===== src/rtl/cpwm_pkg.sv =====
// constants for the complementary pwm and phase counting timer
package cpwm_pkg;
  localparam int CNT_W = 16;
  // register byte offsets
  localparam logic [7:0] ADDR_CTRL      = 8'h00;
  localparam logic [7:0] ADDR_STATUS    = 8'h04;
  localparam logic [7:0] ADDR_CH3_CNT   = 8'h08;
  localparam logic [7:0] ADDR_CH4_CNT   = 8'h0C;
  localparam logic [7:0] ADDR_LIMIT     = 8'h10;
  localparam logic [7:0] ADDR_EDGE1     = 8'h14;
  localparam logic [7:0] ADDR_EDGE2     = 8'h18;
  localparam logic [7:0] ADDR_EDGE3     = 8'h1C;
  localparam logic [7:0] ADDR_BUF1      = 8'h20;
  localparam logic [7:0] ADDR_BUF2      = 8'h24;
  localparam logic [7:0] ADDR_BUF3      = 8'h28;
  localparam logic [7:0] ADDR_CH2_CNT   = 8'h2C;
  localparam logic [7:0] ADDR_CH2_CMPA  = 8'h30;
  localparam logic [7:0] ADDR_CH2_CMPB  = 8'h34;
  // control bit positions
  localparam int CTRL_CPWM_EN  = 0;
  localparam int CTRL_RUN      = 1;
  localparam int CTRL_BUF_EN   = 2;
  localparam int CTRL_LVL3     = 3;
  localparam int CTRL_LVL4     = 4;
  localparam int CTRL_PHASE_EN = 5;
  localparam int CTRL_CH2_RUN  = 6;
  localparam int CTRL_CLR_A    = 7;
  localparam int CTRL_CLR_B    = 8;
  localparam int CTRL_W        = 9;
  // status bit positions, write one to clear, except the down bit which follows the direction
  localparam int ST_MATCH_A3 = 0;
  localparam int ST_OVF4     = 1;
  localparam int ST_CH2_A    = 2;
  localparam int ST_CH2_B    = 3;
  localparam int ST_CH2_OVF  = 4;
  localparam int ST_DOWN     = 5;
  localparam int ST_W        = 6;
  localparam logic [1:0] RESP_OKAY   = 2'h0;
  localparam logic [1:0] RESP_SLVERR = 2'h2;
  localparam logic [15:0] CNT_ZERO = 16'h0000;
  localparam logic [15:0] CNT_ONE  = 16'h0001;
  localparam logic [15:0] CNT_MAX  = 16'hFFFF;
endpackage : cpwm_pkg


===== src/rtl/quad_decoder.sv =====
// quadrature edge decoder giving one-cycle up and down pulses
`timescale 1ns/1ps
module quad_decoder (
  // clock and reset
  input  wire logic CLK,
  input  wire logic SRST,
  // encoder levels, synchronous to the clock
  input  wire logic a_in,
  input  wire logic b_in,
  // count pulses
  output logic      up,
  output logic      down
);
  logic a_ff;
  logic b_ff;

  always_ff @(posedge CLK) begin
    if (SRST) begin
      a_ff <= 1'b0;
      b_ff <= 1'b0;
    end else begin
      a_ff <= a_in;
      b_ff <= b_in;
    end
  end

  logic a_edge;
  logic b_edge;
  logic up_a;
  logic up_b;
  assign a_edge = a_ff ^ a_in;
  assign b_edge = b_ff ^ b_in;
  // a leads b: a rising with b low, a falling with b high
  assign up_a = a_edge & (a_in ^ b_in);
  // b rising with a high, b falling with a low
  assign up_b = b_edge & ~(a_in ^ b_in);
  // every edge of either input counts; simultaneous edges cancel
  assign up   = (up_a | up_b) & ~(a_edge & b_edge);
  assign down = ((a_edge & ~up_a) | (b_edge & ~up_b)) & ~(a_edge & b_edge);
endmodule : quad_decoder


===== src/rtl/cpwm_timer.sv =====
// complementary three-phase pwm and phase counting timer, axi4-lite slave
//
// What this block does
// - complementary mode joins channels 3 and 4 into three non-overlapping pwm pairs
// - mode turns six pins into pwm outputs; both counters count up and down
// - phase 1 on channel 3 pins, phases 2 and 3 on channel 4 pairs
// - phases toggle on matches with the three edge registers
// - count down on limit match, count up on channel 4 underflow
// - phase 1 edge above limit plus one gives steady 0% or 100% duty
// - counters overshoot and undershoot; flags and transfers use mode conditions
// - channel 3 match-a flag sets only while counting up
// - channel 4 overflow flag sets only on underflow
// - buffers copy at up-count limit match and at channel 4 underflow
// - phase mode: channel 2 counts up or down from quadrature inputs
// - quadrature pins drive the channel 2 count; clear, compare, flags stay operative
// - every edge of either quadrature input is counted unless both change in the same cycle
`timescale 1ns/1ps
module cpwm_timer (
  // clock and reset
  input  wire logic        CLK,
  input  wire logic        SRST,
  // axi4-lite write address
  input  wire logic [7:0]  AWADDR,
  input  wire logic        AWVALID,
  output logic             AWREADY,
  // axi4-lite write data
  input  wire logic [31:0] WDATA,
  input  wire logic [3:0]  WSTRB,
  input  wire logic        WVALID,
  output logic             WREADY,
  // axi4-lite write response
  output logic [1:0]       BRESP,
  output logic             BVALID,
  input  wire logic        BREADY,
  // axi4-lite read address
  input  wire logic [7:0]  ARADDR,
  input  wire logic        ARVALID,
  output logic             ARREADY,
  // axi4-lite read data
  output logic [31:0]      RDATA,
  output logic [1:0]       RRESP,
  output logic             RVALID,
  input  wire logic        RREADY,
  // quadrature inputs
  input  wire logic        QUAD_IN_A,
  input  wire logic        QUAD_IN_B,
  // phase outputs
  output logic             PHASE1_POS_PIN,
  output logic             PHASE1_NEG_PIN,
  output logic             PHASE2_POS_PIN,
  output logic             PHASE2_NEG_PIN,
  output logic             PHASE3_POS_PIN,
  output logic             PHASE3_NEG_PIN,
  output logic             PWM_ACTIVE
);
  localparam int W = cpwm_pkg::CNT_W;

  ////////////////////////////////////////////////////////////////////////////
  logic [cpwm_pkg::CTRL_W-1:0] ctrl_ff;
  logic [cpwm_pkg::ST_W-1:0]   status_ff;
  logic [W-1:0] ch3_counter_ff, ch4_counter_ff, ch2_counter_ff;
  logic [W-1:0] ch3_limit_reg_ff;
  logic [W-1:0] edge_ff [3];
  logic [W-1:0] buf_ff  [3];
  logic [W-1:0] ch2_compare_a_ff, ch2_compare_b_ff;
  logic         down_ff;
  logic [2:0]   phase_ff;

  // write channel: take address and data in either order
  logic [7:0]  aw_addr_ff;
  logic        aw_have_ff;
  logic [31:0] w_data_ff;
  logic [3:0]  w_strb_ff;
  logic        w_have_ff;
  logic        wr_do;
  logic [31:0] wmask;

  assign AWREADY = ~aw_have_ff & ~BVALID;
  assign WREADY  = ~w_have_ff & ~BVALID;
  assign wr_do   = aw_have_ff & w_have_ff & ~BVALID;
  assign wmask   = {{8{w_strb_ff[3]}}, {8{w_strb_ff[2]}}, {8{w_strb_ff[1]}}, {8{w_strb_ff[0]}}};

  always_ff @(posedge CLK) begin
    if (SRST) begin
      aw_addr_ff <= 8'h00;
      aw_have_ff <= 1'b0;
      w_data_ff  <= 32'h0000_0000;
      w_strb_ff  <= 4'h0;
      w_have_ff  <= 1'b0;
      BVALID     <= 1'b0;
      BRESP      <= cpwm_pkg::RESP_OKAY;
    end else begin
      if (AWVALID && AWREADY) begin
        aw_addr_ff <= AWADDR;
        aw_have_ff <= 1'b1;
      end
      if (WVALID && WREADY) begin
        w_data_ff <= WDATA;
        w_strb_ff <= WSTRB;
        w_have_ff <= 1'b1;
      end
      if (wr_do) begin
        aw_have_ff <= 1'b0;
        w_have_ff  <= 1'b0;
        BVALID     <= 1'b1;
        BRESP      <= (aw_addr_ff > cpwm_pkg::ADDR_CH2_CMPB || aw_addr_ff[1:0] != 2'h0) ?
                      cpwm_pkg::RESP_SLVERR : cpwm_pkg::RESP_OKAY;
      end else if (BVALID && BREADY) begin
        BVALID <= 1'b0;
      end
    end
  end

  function automatic logic [W-1:0] merge16(input logic [W-1:0] old, input logic [31:0] d,
                                            input logic [31:0] m);
    merge16 = (old & ~m[W-1:0]) | (d[W-1:0] & m[W-1:0]);
  endfunction : merge16

  function automatic logic wr_hit(input logic [7:0] a, input logic go, input logic [7:0] t);
    wr_hit = go && (a == t);
  endfunction : wr_hit

  ////////////////////////////////////////////////////////////////////////////
  // complementary pwm counters
  logic cpwm_on;
  logic run;
  logic lim_match, under4, turn_top;
  assign cpwm_on   = ctrl_ff[cpwm_pkg::CTRL_CPWM_EN];
  assign run       = cpwm_on & ctrl_ff[cpwm_pkg::CTRL_RUN];
  assign lim_match = run & ~down_ff & (ch3_counter_ff == ch3_limit_reg_ff);
  assign under4    = run & down_ff & (ch4_counter_ff == cpwm_pkg::CNT_ZERO);
  assign turn_top  = lim_match;
  assign PWM_ACTIVE = cpwm_on;

  // direction turns at the limit match and at channel 4 underflow
  always_ff @(posedge CLK) begin
    if (SRST) begin
      down_ff <= 1'b0;
    end else if (!cpwm_on) begin
      down_ff <= 1'b0;
    end else if (turn_top) begin
      down_ff <= 1'b1;
    end else if (under4) begin
      down_ff <= 1'b0;
    end
  end

  // both counters count together; the match cycle itself still moves them,
  // which gives the overshoot at the top and undershoot below zero
  always_ff @(posedge CLK) begin
    if (SRST) begin
      ch3_counter_ff <= cpwm_pkg::CNT_ZERO;
      ch4_counter_ff <= cpwm_pkg::CNT_ZERO;
    end else if (wr_hit(aw_addr_ff, wr_do, cpwm_pkg::ADDR_CH3_CNT)) begin
      ch3_counter_ff <= merge16(ch3_counter_ff, w_data_ff, wmask);
    end else if (wr_hit(aw_addr_ff, wr_do, cpwm_pkg::ADDR_CH4_CNT)) begin
      ch4_counter_ff <= merge16(ch4_counter_ff, w_data_ff, wmask);
    end else if (run) begin
      if (down_ff) begin
        ch3_counter_ff <= ch3_counter_ff - cpwm_pkg::CNT_ONE;
        ch4_counter_ff <= ch4_counter_ff - cpwm_pkg::CNT_ONE;
      end else begin
        ch3_counter_ff <= ch3_counter_ff + cpwm_pkg::CNT_ONE;
        ch4_counter_ff <= ch4_counter_ff + cpwm_pkg::CNT_ONE;
      end
    end
  end

  // phase outputs toggle on edge matches; phase 1 uses channel 3, others channel 4.
  // a phase 1 edge above limit plus one never matches, so that phase holds steady
  logic [2:0] hit;
  assign hit[0] = run & (ch3_counter_ff == edge_ff[0]);
  genvar gi;
  generate
    for (gi = 1; gi < 3; gi++) begin : g_ch4hit
      assign hit[gi] = run & (ch4_counter_ff == edge_ff[gi]);
    end
  endgenerate

  always_ff @(posedge CLK) begin
    if (SRST || !cpwm_on) begin
      phase_ff <= 3'h0;
    end else begin
      phase_ff <= phase_ff ^ hit;
    end
  end

  // pins: positive and complement, each pair from one flop; level selects invert
  logic lvl3, lvl4;
  assign lvl3 = ctrl_ff[cpwm_pkg::CTRL_LVL3];
  assign lvl4 = ctrl_ff[cpwm_pkg::CTRL_LVL4];
  always_ff @(posedge CLK) begin
    if (SRST) begin
      PHASE1_POS_PIN <= 1'b0;
      PHASE1_NEG_PIN <= 1'b0;
      PHASE2_POS_PIN <= 1'b0;
      PHASE2_NEG_PIN <= 1'b0;
      PHASE3_POS_PIN <= 1'b0;
      PHASE3_NEG_PIN <= 1'b0;
    end else if (cpwm_on) begin
      PHASE1_POS_PIN <= nxt_pos(phase_ff[0], lvl3);
      PHASE1_NEG_PIN <= ~nxt_pos(phase_ff[0], lvl3);
      PHASE2_POS_PIN <= nxt_pos(phase_ff[1], lvl4);
      PHASE2_NEG_PIN <= ~nxt_pos(phase_ff[1], lvl4);
      PHASE3_POS_PIN <= nxt_pos(phase_ff[2], lvl4);
      PHASE3_NEG_PIN <= ~nxt_pos(phase_ff[2], lvl4);
    end else begin
      PHASE1_POS_PIN <= 1'b0;
      PHASE1_NEG_PIN <= 1'b0;
      PHASE2_POS_PIN <= 1'b0;
      PHASE2_NEG_PIN <= 1'b0;
      PHASE3_POS_PIN <= 1'b0;
      PHASE3_NEG_PIN <= 1'b0;
    end
  end

  function automatic logic nxt_pos(input logic ph, input logic lvl);
    nxt_pos = ph ^ ~lvl;
  endfunction : nxt_pos

  // buffered edges copy at the up-count limit match and at underflow
  logic xfer;
  assign xfer = ctrl_ff[cpwm_pkg::CTRL_BUF_EN] & (lim_match | under4);

  generate
    for (gi = 0; gi < 3; gi++) begin : g_edge
      logic [7:0] ea, ba;
      assign ea = cpwm_pkg::ADDR_EDGE1 + 8'(4 * gi);
      assign ba = cpwm_pkg::ADDR_BUF1 + 8'(4 * gi);
      always_ff @(posedge CLK) begin
        if (SRST) begin
          edge_ff[gi] <= cpwm_pkg::CNT_MAX;
          buf_ff[gi]  <= cpwm_pkg::CNT_MAX;
        end else begin
          if (wr_hit(aw_addr_ff, wr_do, ba)) begin
            buf_ff[gi] <= merge16(buf_ff[gi], w_data_ff, wmask);
          end
          if (xfer) begin
            edge_ff[gi] <= buf_ff[gi];
          end else if (wr_hit(aw_addr_ff, wr_do, ea)) begin
            edge_ff[gi] <= merge16(edge_ff[gi], w_data_ff, wmask);
          end
        end
      end
    end
  endgenerate

  ////////////////////////////////////////////////////////////////////////////
  // phase counting on channel 2
  logic q_up, q_dn, ch2_step, ch2_a, ch2_b, ch2_ovf;
  quad_decoder u_quad (
    .CLK  (CLK),
    .SRST (SRST),
    .a_in (QUAD_IN_A),
    .b_in (QUAD_IN_B),
    .up   (q_up),
    .down (q_dn)
  );
  assign ch2_step = ctrl_ff[cpwm_pkg::CTRL_PHASE_EN] & ctrl_ff[cpwm_pkg::CTRL_CH2_RUN];
  assign ch2_a   = ch2_step & (q_up | q_dn) & (ch2_counter_ff == ch2_compare_a_ff);
  assign ch2_b   = ch2_step & (q_up | q_dn) & (ch2_counter_ff == ch2_compare_b_ff);
  assign ch2_ovf = ch2_step & ((q_up & (ch2_counter_ff == cpwm_pkg::CNT_MAX)) |
                               (q_dn & (ch2_counter_ff == cpwm_pkg::CNT_ZERO)));

  always_ff @(posedge CLK) begin
    if (SRST) begin
      ch2_counter_ff <= cpwm_pkg::CNT_ZERO;
    end else if (wr_hit(aw_addr_ff, wr_do, cpwm_pkg::ADDR_CH2_CNT)) begin
      ch2_counter_ff <= merge16(ch2_counter_ff, w_data_ff, wmask);
    end else if ((ch2_a && ctrl_ff[cpwm_pkg::CTRL_CLR_A]) ||
                 (ch2_b && ctrl_ff[cpwm_pkg::CTRL_CLR_B])) begin
      ch2_counter_ff <= cpwm_pkg::CNT_ZERO;
    end else if (ch2_step && q_up) begin
      ch2_counter_ff <= ch2_counter_ff + cpwm_pkg::CNT_ONE;
    end else if (ch2_step && q_dn) begin
      ch2_counter_ff <= ch2_counter_ff - cpwm_pkg::CNT_ONE;
    end
  end

  ////////////////////////////////////////////////////////////////////////////
  // control, limit and channel 2 compare registers
  always_ff @(posedge CLK) begin
    if (SRST) begin
      ctrl_ff          <= '0;
      ch3_limit_reg_ff <= cpwm_pkg::CNT_MAX;
      ch2_compare_a_ff <= cpwm_pkg::CNT_MAX;
      ch2_compare_b_ff <= cpwm_pkg::CNT_MAX;
    end else begin
      if (wr_hit(aw_addr_ff, wr_do, cpwm_pkg::ADDR_CTRL)) begin
        ctrl_ff <= (ctrl_ff & ~wmask[cpwm_pkg::CTRL_W-1:0]) |
                   (w_data_ff[cpwm_pkg::CTRL_W-1:0] & wmask[cpwm_pkg::CTRL_W-1:0]);
      end
      if (wr_hit(aw_addr_ff, wr_do, cpwm_pkg::ADDR_LIMIT)) begin
        ch3_limit_reg_ff <= merge16(ch3_limit_reg_ff, w_data_ff, wmask);
      end
      if (wr_hit(aw_addr_ff, wr_do, cpwm_pkg::ADDR_CH2_CMPA)) begin
        ch2_compare_a_ff <= merge16(ch2_compare_a_ff, w_data_ff, wmask);
      end
      if (wr_hit(aw_addr_ff, wr_do, cpwm_pkg::ADDR_CH2_CMPB)) begin
        ch2_compare_b_ff <= merge16(ch2_compare_b_ff, w_data_ff, wmask);
      end
    end
  end

  // sticky flags, write one to clear, a new event wins over the clear
  logic [cpwm_pkg::ST_W-1:0] set_v, clr_v;
  always_comb begin
    set_v = '0;
    set_v[cpwm_pkg::ST_MATCH_A3] = lim_match;
    set_v[cpwm_pkg::ST_OVF4]     = under4;
    set_v[cpwm_pkg::ST_CH2_A]    = ch2_a;
    set_v[cpwm_pkg::ST_CH2_B]    = ch2_b;
    set_v[cpwm_pkg::ST_CH2_OVF]  = ch2_ovf;
    clr_v = '0;
    if (wr_hit(aw_addr_ff, wr_do, cpwm_pkg::ADDR_STATUS) && w_strb_ff[0]) begin
      clr_v = w_data_ff[cpwm_pkg::ST_W-1:0];
    end
    clr_v[cpwm_pkg::ST_DOWN] = 1'b0;
  end

  always_ff @(posedge CLK) begin
    if (SRST) begin
      status_ff <= '0;
    end else begin
      status_ff <= (status_ff & ~clr_v) | set_v;
      status_ff[cpwm_pkg::ST_DOWN] <= down_ff;
    end
  end

  ////////////////////////////////////////////////////////////////////////////
  // read channel: one cycle to answer
  logic [31:0] rd_mux;
  always_comb begin
    rd_mux = 32'h0000_0000;
    unique case (ARADDR)
      cpwm_pkg::ADDR_CTRL:     rd_mux[cpwm_pkg::CTRL_W-1:0] = ctrl_ff;
      cpwm_pkg::ADDR_STATUS:   rd_mux[cpwm_pkg::ST_W-1:0]   = status_ff;
      cpwm_pkg::ADDR_CH3_CNT:  rd_mux[W-1:0] = ch3_counter_ff;
      cpwm_pkg::ADDR_CH4_CNT:  rd_mux[W-1:0] = ch4_counter_ff;
      cpwm_pkg::ADDR_LIMIT:    rd_mux[W-1:0] = ch3_limit_reg_ff;
      cpwm_pkg::ADDR_EDGE1:    rd_mux[W-1:0] = edge_ff[0];
      cpwm_pkg::ADDR_EDGE2:    rd_mux[W-1:0] = edge_ff[1];
      cpwm_pkg::ADDR_EDGE3:    rd_mux[W-1:0] = edge_ff[2];
      cpwm_pkg::ADDR_BUF1:     rd_mux[W-1:0] = buf_ff[0];
      cpwm_pkg::ADDR_BUF2:     rd_mux[W-1:0] = buf_ff[1];
      cpwm_pkg::ADDR_BUF3:     rd_mux[W-1:0] = buf_ff[2];
      cpwm_pkg::ADDR_CH2_CNT:  rd_mux[W-1:0] = ch2_counter_ff;
      cpwm_pkg::ADDR_CH2_CMPA: rd_mux[W-1:0] = ch2_compare_a_ff;
      cpwm_pkg::ADDR_CH2_CMPB: rd_mux[W-1:0] = ch2_compare_b_ff;
      default:                 rd_mux = 32'h0000_0000;
    endcase
  end

  assign ARREADY = ~RVALID;
  always_ff @(posedge CLK) begin
    if (SRST) begin
      RVALID <= 1'b0;
      RDATA  <= 32'h0000_0000;
      RRESP  <= cpwm_pkg::RESP_OKAY;
    end else if (ARVALID && ARREADY) begin
      RVALID <= 1'b1;
      RDATA  <= rd_mux;
      RRESP  <= (ARADDR > cpwm_pkg::ADDR_CH2_CMPB || ARADDR[1:0] != 2'h0) ?
                cpwm_pkg::RESP_SLVERR : cpwm_pkg::RESP_OKAY;
    end else if (RVALID && RREADY) begin
      RVALID <= 1'b0;
    end
  end
endmodule : cpwm_timer


===== config.mk =====
export PLATFORM = sky130hd
export DESIGN_NAME = cpwm_timer
export DESIGN_NICKNAME = d
export VERILOG_FILES = /design/src/rtl/cpwm_pkg.sv /design/src/rtl/quad_decoder.sv /design/src/rtl/cpwm_timer.sv
export SDC_FILE = /design/constraint.sdc
export NUM_CORES = 1
export LEC_CHECK = 0
export BUFFER_PORTS_ARGS = -buffer_cell sky130_fd_sc_hd__buf_2
export CAP_MARGIN = 20
export CORE_MARGIN = 5
export CORE_UTILIZATION = 35
export DETAILED_ROUTE_END_ITERATION = 16
export GPL_TIMING_DRIVEN = 0
export PLACE_DENSITY = 0.59
export SLEW_MARGIN = 10
export SYNTH_ARGS = -nofsm -noshare
export SYNTH_HDL_FRONTEND = slang
export SYNTH_SLANG_ARGS = --single-unit

===== constraint.sdc =====
create_clock -name CLK -period 6.4 [get_ports CLK]
set_input_delay 1.28 -clock CLK [delete_from_list [all_inputs] [get_ports CLK]]
set_output_delay 1.28 -clock CLK [all_outputs]
set_load 0.02 [all_outputs]

Word-level counts from Yosys, hierarchy flattened
Memory sizes are Yosys's and may differ from the RTL's.
Index checks and enable logic that the tools add are counted.

word-level totals
  output and inout bits = 48
  memories = 2
  bits of input ports = 61
  flip-flop bits (word level) = 173
  memory bits (writable) = 96

memory list
  name     depth  bits a word  rd ports  clocked after Yosys merged registers in  write ports  line              text
  buf_ff   3      16           3         0                                        3            cpwm_timer.sv:64  logic [W-1:0] buf_ff [3];
  edge_ff  3      16           3         0                                        3            cpwm_timer.sv:63  logic [W-1:0] edge_ff [3];

cells by class
  $lt $le $gt $ge = 2
  eq/ne operators = 34
  mux-type cells = 58
  reductions and logical operators = 45
  bitwise gates (word level) = 97
  add/sub/neg operators = 6

operators with widths
  cell                                                  number
  two-way mux 16 bit                                    20
  bitwise AND 16 bit                                    13
  OR 16 bit                                             12
  equality test 16 bit                                  6
  equality test 8 x 6 -> 1 bit (second input constant)  12
  one-hot mux 6 bit (14 select lines)                   1
  one-hot mux 7 bit (12 select lines)                   1
  equality test 8 x 5 -> 1 bit (second input constant)  8
  adder 16 x 1 -> 16 bit (second input constant)        3
  subtractor 16 x 1 -> 16 bit (second input constant)   3
  one-hot mux 3 bit (13 select lines)                   1
  equality test 8 x 4 -> 1 bit (second input constant)  4
  zero test 16 bit                                      2
  two-way mux 1 bit                                     32
  bitwise AND 1 bit                                     27
  logical AND 1 bit                                     24
  bitwise AND 9 bit                                     2
  equality test 16 bit (second input constant)          1
  equality test 8 x 3 -> 1 bit (second input constant)  2
  > comparator 8 x 6 -> 1 bit (second input constant)   2
  zero test 8 bit                                       2
  inverter 1 bit                                        16
  inverter 16 bit                                       1
  OR 1 bit                                              14
  16 further kinds                                      33

Logic depth before layout (Yosys ltp)
Gate-level depths: netlist of the first run.

  depth after elaboration = 14
  gate-level depth with buffers = 11
  depth with buffers taken out = 11

Hierarchy
A second synthesis of the first run with hierarchy kept.

unflattened totals
  cells, all modules = 1802
  area, all modules = 15563.7 um2

modules (own cells, without submodules)
  module        times used  seq. area each (um2)  cells an instance  area an instance (um2)
  cpwm_timer    1           6266.0                1794               15483.6
  quad_decoder  1           40.0                  8                  80.1

Least setup slack after synthesis of the first run
OpenSTA, ideal clock, no wires.

  path kind = input -> register
  from = in QUAD_IN_B
  to = reg with a tool-made name
  arrival = 4112 ps
  setup slack = 2202 ps
  setup time = 86 ps
  required time = 6314 ps
  stages = 11
  path through = xor2_1 nor3_1 inv_1 fa_1 nand3_1 a21oi_1 o221a_2 o41ai_1 nor4b_1 o31ai_1 a211oi_1

RTL lines
  element      line              text
  from (decl)  cpwm_timer.sv:46  input wire logic QUAD_IN_B,

==> results.yml, run 1 <==
logic_synthesis:
  ys_types: 94
  syn_inst: 1853
  synthArstFlopShare_pct: 0
  syn_area_mm2: 0.0162
  synth-edff-count: 96
  synth_ff_type: "dfxtp_1"
  ys_warn_count: 0
  synth_area_per_cell_um2: 8.72
  synth_seq_cells: 267
  ys_seq_area_share_pct: 39.0
worst_setup_path:
  crit_fanout: 18
  worst_setup_path_end_kind: "register"
  criticalPathCategory: "in2reg"
  crit_chain: "buf_2 -> xor2_1 -> nor3_1 -> inv_1 -> fa_1 -> nand3_1 -> a21oi_1 -> o221a_2 -> o41ai_1 -> nor4b_1 -> o31ai_1 -> a211oi_1"
  rrSetupSlack_ns: 1.93
  critical_path_arrival_ns: 5.22
  crit_slowest_cell: "o41ai_1"
  path_buf_inv: 2
  r2r_cells: 11
  worstPathRequired_ns: 6.86
  cp_top_family: "compound AO/OA/AOI/OAI gates"
  slowest_delay_ns: 0.91
  critPathLaunchType: "primary input"
die:
  die_area_mm2: 0.0506
  pin_count: 109
  row_count: 78
  core_area_mm2: 0.0455
  die_width_um: 225
  initial_core_util_pct: 35.5
  die_height_um: 225
timing:
  timing.final.crit_share_pct: 74.3
  hold_violations: 0
  tightest_slew_ns: 1.22
  relSlewSlack_pct: 18.1
  fmax_mhz: 210
  setup_tns_ns: 0
  skew_ns: 0.0237
  timing.final.crit_period_ns: 4.75
  setup_violations: 0
  layout_setup_ws_ns: 1.65
  fin_hold_ws_ns: 0.451
  drv_slew: 0
  rsz0062_at_grt: "false"
power:
  peakVddDrop_mv: 0.159
  power.density_mw_per_mm2: 223
  p_leak_nw: 6.49
drt:
  wl_met1_um: 30900
  dr.max_layer_used: "met4"
  wl_per_cell_um: 28.7
  via_count: 15879
  wl_um: 74900
  via_per_inst: 6.08
  wl_met3_um: 8140
  ant_nets: 0
  dr.pass1.iters: 8
  first_iter_violations: 2068
  route.detailed.drc: 0
  dr_wl_met2_um: 31800
cells_and_area:
  nets: 2096
  layout-drive-gt1-share_pct: 11.7
  nFillCells: 4649
  seqCellArea_mm2: 0.00631
  final_area_mm2: 0.0186
  area_growth_pct: 15.1
  n_antenna_cell: 0
  multi_input_comb_area_mm2: 0.00915
worst_hold_path:
  min_from: "RDATA[3]$_SDFFE_PP0P_"
  hold_path.class: "reg2reg"
  hold_depth: 2
  holdPathEnd: "RDATA[3]$_SDFFE_PP0P_"
global_route:
  grt_max_degree: 30
  grt_util_all_layers_pct: 28.5
  grt_first_pass_wirelength_um: 106000
  grt_pass1_vias: 14775
  grt_overflow_total: 0
  antenna_found_initial: 0
clock_tree:
  htreeDepth: 2
  cts_root_buffer: "clkbuf_16"
  clkTransAtPathRegs_ns: 0.06
  clock-sinks: 267
  clock_path_buffers: 3
  cts_setup_buffers: 0
  postCtsHoldBufs: 0
  clock_latency_ns: 0.57
  cts_buffers: 34
  cts-resized-gates: 0
  tritoncts: "yes"
placement:
  place.gp.congestion: 1.04
  io_buffer_count: 67
  dpl-instance-area_mm2: 0.0175
  dp_hpwl_um: 57900
  dp_slack_ns: 1.17
run_status:
  status: "finished clean"
run:
  cap_violations: 0
## metrics by stage
| stage | cells | total power [mW] | utilization [%] |
|---|---|---|---|
| finish | 2612 | 4.14 | 40.9 |
| global route | 2612 | 4.24 | 40.9 |
| global placement | 2537 | 2.17 | 38.1 |
| CTS | 2611 | 4.14 | 40.9 |
| floorplan | 1870 | 2.03 | - |
| detailed placement | 2550 | 2.18 | 38.4 |
## layer usage
metal | track usage, % | vias up
met4 | 12.9 | 0
li1 | - | 7000
met3 | 6.96 | 220
met2 | 42.6 | 957
met5 | 0 | -
met1 | 39.1 | 7702
## how the worst max path moves through the flow
stage	start	end	slack, ns	cells past startpoint
after floorplan	QUAD_IN_B	register	2.20	11
after global placement	QUAD_IN_B	register	1.29	12
after detailed placement	QUAD_IN_B	register	1.17	12
after CTS	QUAD_IN_B	register	1.73	12
after global routing	QUAD_IN_B	register	1.38	12
final	QUAD_IN_B	register	1.65	12
## synthesized netlist by cell type, types with 9 or more instances
library cell	number	area [µm²]
mux2i_1	76	761
nand3b_1	9	67.6
edfxtp_1	96	2880
nand4_1	27	169
inv_1	20	75.1
buf_4	19	143
nor4_1	25	156
and3_1	10	62.6
or3_1	11	68.8
a22oi_1	57	428
nand3_1	90	450
a21oi_1	120	601
nand2b_1	44	275
a21o_1	13	97.6
dfxtp_1	171	3420
nor3_1	33	165
ha_1	45	563
o22ai_1	19	119
a311oi_1	13	114
o211ai_1	9	67.6
a211oi_1	24	180
nor2_1	165	619
a31oi_1	30	188
clkbuf_1	81	304
nor2b_1	13	81.3
buf_6	11	124
a221oi_1	11	96.3
buf_2	14	70.1
nand2_1	233	875
o21ai_0	80	400
xor2_1	59	517
xnor2_1	78	683
buf_1	10	37.5
## cells in the final DEF, fill, tap and decap left out, drive strengths merged, types with 8 or more instances in the layout
cell type / count
nand4: 27
nor3: 36
xnor2: 78
a311oi: 14
mux2i: 76
a211oi: 25
nor2: 173
or3: 12
inv: 23
a221oi: 11
o21a: 8
nand3b: 9
a21o: 14
xor2: 59
nor2b: 13
a21oi: 120
nor4: 30
nand2: 235
clkinv: 9
buf: 136
ha: 45
a31oi: 30
nand3: 90
o22ai: 19
dfxtp: 171
o21ai: 81
o211ai: 9
clkbuf: 130
nand2b: 44
and3: 10
conb: 18
edfxtp: 96
a22oi: 57
## layout make-up
class                           count  area share (%)
Tap cell                          600            4.04
Buffer                            140            3.91
Clock inverter                     15           0.794
Clock buffer                       46            5.31
Multi-Input combinational cell   1442            49.2
Inverter                           21           0.424
Timing Repair Buffer               81            2.41
Sequential cell                   267            33.9
## power by group
| part | total (mW) | internal, mW | switching (mW) | leakage [nW] |
|---|---|---|---|---|
| clock network | 1.99 | 1.17 | 0.816 | 0.561 |
| logic | 0.361 | 0.100 | 0.260 | 3.89 |
| registers | 1.80 | 1.77 | 0.0216 | 2.04 |
## cells by family after synthesis
logic type	Yosys count	share of synthesized area, %
simple gates	708	21.3
compound gates	449	18.2
flops	267	39.0
buf+inv	161	4.99
xor+xnor	137	7.43
mux	82	5.20
fa+ha+maj	48	3.86
other cells	1	0.0232
## worst reg2reg max path, stage by stage, from the launching register on
cell	delay [ns]
dfxtp_1	0.53
nand2_1	0.22
nor3_1	0.45
inv_1	0.45
fa_1	0.55
nand3_1	0.13
a21oi_1	0.10
o221a_2	0.29
o41ai_1	0.91
nor4b_1	0.36
o31ai_1	0.17
a211oi_1	0.23
No activity file was read; power rests on OpenSTA's default activity.
==> run 2, diff against run 1 <==
--- a/config.mk
+++ b/config.mk
@@ -11,7 +11,7 @@
 export CORE_UTILIZATION = 35
 export DETAILED_ROUTE_END_ITERATION = 16
 export GPL_TIMING_DRIVEN = 0
-export PLACE_DENSITY = 0.59
+export PLACE_DENSITY = 0.61
 export SLEW_MARGIN = 10
 export SYNTH_ARGS = -nofsm -noshare
 export SYNTH_HDL_FRONTEND = slang
==> constraint.sdc (replaced) <==
create_clock -name CLK -period 3.9 [get_ports CLK]
set_input_delay 0.78 -clock CLK [delete_from_list [all_inputs] [get_ports CLK]]
set_output_delay 0.78 -clock CLK [all_outputs]
set_load 0.02 [all_outputs]
==> run 2 against run 1 <==
Compared with the run above:
- global-route usage grew 0.49 points
- combinational power increased by 64%
- count of clock-buffer cells in the layout decreased by 7
- critical path depth is 1 lower
- total power up 67%
- core utilization grew 0.14 points
- sequential power grew 64%
- non-clock buffer count is 6 lower
- clock power is 69% higher
- die area unchanged
- via count decreased by 0.26%
- largest cell class unchanged
- sequential share of layout area shrank 0.12 points
==> results.yml, run 2 (synthesis results as in run 1) <==
power:
  peakVddDrop_mv: 0.260
  power.density_mw_per_mm2: 371
  p_leak_nw: 6.48
  p_total_mw: 6.92
die:
  die_area_mm2: 0.0506
  die_width_um: 225
  die_height_um: 225
  initial_core_util_pct: 35.5
  row_count: 78
  core_area_mm2: 0.0455
  pin_count: 109
timing:
  tightest_slew_ns: 1.14
  timing.final.crit_period_ns: 3.67
  drv_slew: 0
  fmax_mhz: 272
  setup_violations: 0
  timing.final.crit_share_pct: 94.2
  hold_violations: 0
  rsz0062_at_grt: "false"
  relSlewSlack_pct: 23.5
  skew_ns: 0.0170
run_status:
  status: "finished clean"
worst_setup_path:
  r2r_cells: 11
  cp.depth: 11
  path_buf_inv: 1
  crit_chain: "nand2_1 -> nor3_2 -> inv_2 -> ha_1 -> a2111oi_0 -> o21ai_1 -> a41oi_2 -> o21ai_0 -> xor2_1 -> o31ai_1 -> a211oi_1"
  crit_slowest_cell: "dfxtp_1"
  cp_top_family: "compound AO/OA/AOI/OAI gates"
  criticalPathCategory: "reg2reg"
  rrSetupSlack_ns: 0.23
  worst_setup_path_end_kind: "register"
  critical_path_arrival_ns: 4.12
  critPathLaunchType: "register"
  slowest_delay_ns: 0.52
  worstPathRequired_ns: 4.34
  crit_fanout: 18
drt:
  route.detailed.drc: 0
  ant_nets: 0
  wl_um: 76100
  via_count: 15837
  dr.pass1.iters: 5
  first_iter_violations: 2140
  via_per_inst: 6.08
  wl_per_cell_um: 29.2
clock_tree:
  htreeDepth: 2
  cts_buffers: 34
  clock-sinks: 267
  clkTransAtPathRegs_ns: 0.06
  tritoncts: "yes"
  cts_root_buffer: "clkbuf_16"
  clock_latency_ns: 0.56
  clock_path_buffers: 3
  cts_setup_buffers: 0
cells_and_area:
  nets: 2090
  final_cell_mix: "nand2_1 (233), dfxtp_1 (171), nor2_1 (165)"
  layout_commonest_cell: "nand2_1"
  nFillCells: 4592
  area_growth_pct: 15.5
  finish.utilization_pct: 41.0
  layout-drive-gt1-share_pct: 11.7
placement:
  dp_hpwl_um: 59300
  io_buffer_count: 67
  place.gp.congestion: 1.01
global_route:
  grt_pass1_vias: 14733
  grt_util_all_layers_pct: 29.0
  grt_first_pass_wirelength_um: 107000
  antenna_found_initial: 0
  grt_overflow_total: 0
  grt_max_degree: 19
worst_hold_path:
  hold_path.class: "in2reg"
  holdPathEnd: "RVALID$_SDFFE_PP0P_"
  hold_depth: 2
  min_from: "RREADY"
run:
  cap_violations: 0
[run 2: cell types whose count changed in the layout (fill, tap and decap cells not counted), moves of 2 or more]
| cell | change |
|---|---|
| buf_2 | -6 |
| buf_6 | -2 |
| buf_8 | +3 |
| bufinv_16 | +3 |
| clkbuf_1 | -4 |
| clkbuf_8 | -3 |
| clkinv_2 | -3 |
| clkinv_4 | +2 |
| diode_2 | +2 |
| inv_6 | +2 |
| nor3_1 | -2 |
| nor3_2 | +2 |
[run 2: area by class of cell]
class / instances / area (µm²) / share of cell area (%)
timing repair buffer: 76 / 440 / 2.36
sequential: 267 / 6310 / 33.8
clock inverter: 20 / 258 / 1.38
antenna: 2 / 5.00 / 0.0268
buffer: 139 / 729 / 3.91
multi-input combinational: 1442 / 9180 / 49.2
clock buffer: 39 / 911 / 4.88
inverter: 21 / 78.8 / 0.422
tap: 600 / 751 / 4.02
[run 2: worst reg2reg max path, delay by kind of cell (launching register included)]
kind	cells	cell delay (ns)
and+or+nand+nor	2	0.52
xor gates and xnor gates	1	0.28
adders and majority gates	1	0.41
buffers and inverters	1	0.24
DFF	1	0.52
AOI/OAI and AO/OA	6	1.59
[run 2: repair_timing]
item,in CTS,in global routing
resized for setup,2,6
hold buffers,0,0
endpoints found under the setup margin,5,5
pin swaps,0,0
[run 2: worst max-delay path by stage]
| stage | slack [ns] | endpoint |
|---|---|---|
| floorplan | 0.20 | register |
| global placement | -0.50 | RDATA[13]$_SDFFE_PP0P_ |
| detailed placement | -0.55 | register |
| CTS | 0.02 | register |
| global route | 0.07 | register |
| finish | 0.23 | register |
[run 2: power breakdown]
part	switching [mW]	total (mW)	internal, mW
combinational	0.428	0.592	0.165
clock	1.35	3.37	2.02
sequential	0.0370	2.95	2.91
[run 2: routing by layer]
layer,wire (µm),GRT usage (%),vias to the layer above
met5,71,1.04,-
met4,3760,13.3,2
met3,7540,5.89,208
met2,33600,44.9,957
met1,31200,39.0,7680
li1,-,-,6990
[run 2: stage by stage]
stage	setup slack (ns)	TNS, ns	instance area [µm²]	instances	hold slack [ns]
after floorplan	0.202	0	16200	1870	0.436
after global placement	-0.496	-12.17	17300	2537	0.443
after detailed placement	-0.547	-3.49	17500	2546	0.446
after CTS	0.0242	0	18600	2605	0.404
after global routing	0.0686	0	18700	2604	0.454
final	0.225	0	18700	2606	0.420
==> run 3, diff against run 2 <==
--- a/config.mk
+++ b/config.mk
@@ -15,4 +15,5 @@
 export SLEW_MARGIN = 10
 export SYNTH_ARGS = -nofsm -noshare
 export SYNTH_HDL_FRONTEND = slang
+export SYNTH_HIERARCHICAL = 1
 export SYNTH_SLANG_ARGS = --single-unit
==> run 3 against run 2 <==
Compared with the run above:
- via count decreased by 4.0%
- clock skew increased by 0.010 ns
- first-iteration DRC count decreased by 17%
- core utilization decreased by 0.36 points
- cell count decreased by 2.1%
- global-route usage decreased by 1.4 points
- count of clock-buffer cells in the layout increased by 4
- design area decreased by 3.8%
- routed wire length decreased by 7.0%
- fmax decreased by 0.45%
- register-to-register slack improved by 0.12 ns
- largest power group unchanged
==> results.yml, run 3 <==
drt:
  via_per_inst: 5.96
  ant_nets: 0
  wl_um: 70800
  dr.pass1.iters: 6
  via_count: 15204
  route.detailed.drc: 0
  wl_per_cell_um: 27.7
  first_iter_violations: 1768
clock_tree:
  cts_buffers: 31
  clock_path_buffers: 3
  clock-sinks: 267
  clock_latency_ns: 0.59
  cts_root_buffer: "clkbuf_16"
  tritoncts: "yes"
  clkTransAtPathRegs_ns: 0.07
  htreeDepth: 1
  cts_setup_buffers: 0
die:
  core_area_mm2: 0.0441
  initial_core_util_pct: 35.3
  die_height_um: 221
  die_area_mm2: 0.0488
  die_width_um: 221
  pin_count: 109
  row_count: 77
run_status:
  status: "finished clean"
logic_synthesis:
  synth_area_per_cell_um2: 8.64
  synthArstFlopShare_pct: 0
  synth-edff-count: 96
  synth_top_area_share_pct: 22.0
  syn_inst: 1802
  synth_most_common_cell: "nand2_1"
  ys_warn_count: 6
  ys_seq_area_share_pct: 40.5
  ys_top_cells_by_count: "nand2_1 (220), dfxtp_1 (171), nor2_1 (150), a21oi_1 (135)"
  synth_ff_type: "dfxtp_1"
  ys_types: 78
  syn_area_mm2: 0.0156
  synth_largest_area_cell: "dfxtp_1"
  synth_seq_cells: 267
  ys_top_cells_by_area: "dfxtp_1 (22%), edfxtp_1 (19%), nand2_1 (5.3%)"
cells_and_area:
  area_growth_pct: 15.3
  final_cell_mix: "nand2_1 (220), dfxtp_1 (170), nor2_1 (150)"
  layout-drive-gt1-share_pct: 10.9
  nets: 2045
  layout_commonest_cell: "nand2_1"
  nFillCells: 4483
  stdcell_count: 2551
timing:
  timing.final.crit_share_pct: 94.7
  timing.final.crit_period_ns: 3.69
  rsz0062_at_grt: "false"
  hold_violations: 0
  relSlewSlack_pct: 18.0
  fmax_mhz: 271
  tightest_slew_ns: 1.23
  drv_slew: 0
  setup_violations: 0
  setup_tns_ns: 0
  skew_ns: 0.0271
power:
  switching_share_pct: 25.6
  p_leak_nw: 6.18
  pwr-share-comb_pct: 8.0
  peakVddDrop_mv: 0.322
  pwr-share-clk_pct: 46.3
  power_switching_mw: 1.64
  pwr-share-seq_pct: 45.7
  power.density_mw_per_mm2: 357
  internal_power_mw: 4.77
placement:
  dp_hpwl_um: 54900
  io_buffer_count: 68
  place_inst: 2492
  place.gp.congestion: 1.03
worst_setup_path:
  criticalPathCategory: "in2reg"
  crit_chain: "clkbuf_1 -> nor3b_1 -> nand2_1 -> nor2_1 -> a22oi_1 -> o211ai_1 -> o21ai_0 -> a21oi_1"
  crit_fanout: 10
  slowest_delay_ns: 1.02
  r2r_cells: 11
  rrSetupSlack_ns: 0.35
  cp-endpoint: "RDATA[4]$_SDFFE_PP0P_"
  worst_setup_path_end_kind: "register"
  r2r_start: "u_quad/a_ff$_SDFF_PP0_"
  critical_path_arrival_ns: 4.20
  crit_start: "ARADDR[3]"
  critPathLaunchType: "primary input"
  crit_slowest_cell: "nor2_1"
  worstPathRequired_ns: 4.41
global_route:
  grt_first_pass_wirelength_um: 101000
  grt_util_all_layers_pct: 27.6
  antenna_found_initial: 2
  grt_overflow_total: 0
  grt_max_degree: 34
  grt_pass1_vias: 14541
run:
  cap_violations: 0
worst_hold_path:
  hold_path.class: "in2reg"
[run 3: cell count changes after synthesis, sizes merged, moves of 10 or more]
cell	previous run	this run
a21oi	120	135
a311oi	14	4
clkbuf	84	97
a221oi	11	25
buf	55	41
mux2i	76	54
nor4	30	20
nand2	235	220
[run 3: cell type report]
type / instances / area, µm² / share of cell area, %
Antenna cell: 1 / 2.50 / 0.0139
Buffer: 138 / 629 / 3.51
Clock buffer: 43 / 893 / 4.98
Clock inverter: 12 / 123 / 0.683
Inverter: 24 / 90.1 / 0.502
Multi-Input combinational cell: 1390 / 8660 / 48.3
Sequential cell: 267 / 6310 / 35.1
Tap cell: 592 / 741 / 4.13
Timing Repair Buffer: 84 / 503 / 2.80
[run 3: power groups by stage]
stage / logic (mW) / registers (mW) / clock network (mW)
6_report: 0.513 / 2.93 / 2.97
2_1_floorplan: 0.265 / 2.99 / 0
3_3_place_gp: 0.478 / 2.99 / 0
3_5_place_dp: 0.498 / 2.99 / 0
4_1_cts: 0.500 / 2.93 / 2.99
5_1_grt: 0.538 / 2.93 / 3.10
[run 3: per-layer routing]
layer	global-route usage [%]	part of all wire, %	routed length, µm	vias to the layer above
met5	0	0	0	-
met4	11.9	5.3	3760	0
met3	6.31	10	7150	165
met2	43.0	44	31000	869
met1	36.9	41	28900	7371
li1	-	-	-	6799
[run 3: worst min path at each step]
stage                                         end                     from  cells past startpoint
after global routing          RVALID$_SDFFE_PP0P_                   RREADY                      2
final                         RVALID$_SDFFE_PP0P_                   RREADY                      2
after floorplan           status_ff[2]$_SDFF_PP0_  status_ff[2]$_SDFF_PP0_                      2
after detailed placement    RDATA[2]$_SDFFE_PP0P_    RDATA[2]$_SDFFE_PP0P_                      2
after CTS                     RVALID$_SDFFE_PP0P_                   RREADY                      2
after global placement      RDATA[3]$_SDFFE_PP0P_    RDATA[3]$_SDFFE_PP0P_                      2
[run 3: timing repair]
item | in CTS | in global routing
endpoints found under the setup margin | 1 | 2
gates resized for setup | 1 | 1
pin swaps | 0 | 0
hold buffers | 0 | 0
[run 3: cells by family (layout without fill, tap and decap cells)]
| kind of cell | count (synthesis) | count (layout) | share of synthesized area, % |
|---|---|---|---|
| buffers and inverters | 162 | 301 | 4.62 |
| AO/OA/AOI/OAI | 459 | 459 | 19.2 |
| adder cells (fa/ha/maj) | 48 | 48 | 4.00 |
| multiplexers | 55 | 55 | 3.55 |
| AND/OR/NAND/NOR | 677 | 677 | 20.6 |
| flip-flops | 267 | 267 | 40.5 |
| XOR/XNOR | 133 | 133 | 7.48 |
| other | 1 | 19 | 0.0241 |
[run 3: worst max-delay path, delay by kind of cell]
kind	cells	cell delay, ns
AND/OR/NAND/NOR	3	2.23
AO/OA/AOI/OAI	4	0.89
buffers and inverters	1	0.29
[run 3: per-stage QoR]
stage / instance area [µm²] / util [%] / worst slack (ns) / hold WS, ns / power, mW
detailed placement: 16900 / 38.3 / -0.618 / 0.446 / 3.49
finish: 17900 / 40.7 / 0.209 / 0.375 / 6.42
floorplan: 15600 / - / 0.260 / 0.449 / 3.26
global placement: 16700 / 37.9 / -0.768 / 0.436 / 3.47
CTS: 17900 / 40.6 / 0.325 / 0.359 / 6.42
global route: 17900 / 40.7 / 0.0909 / 0.369 / 6.57
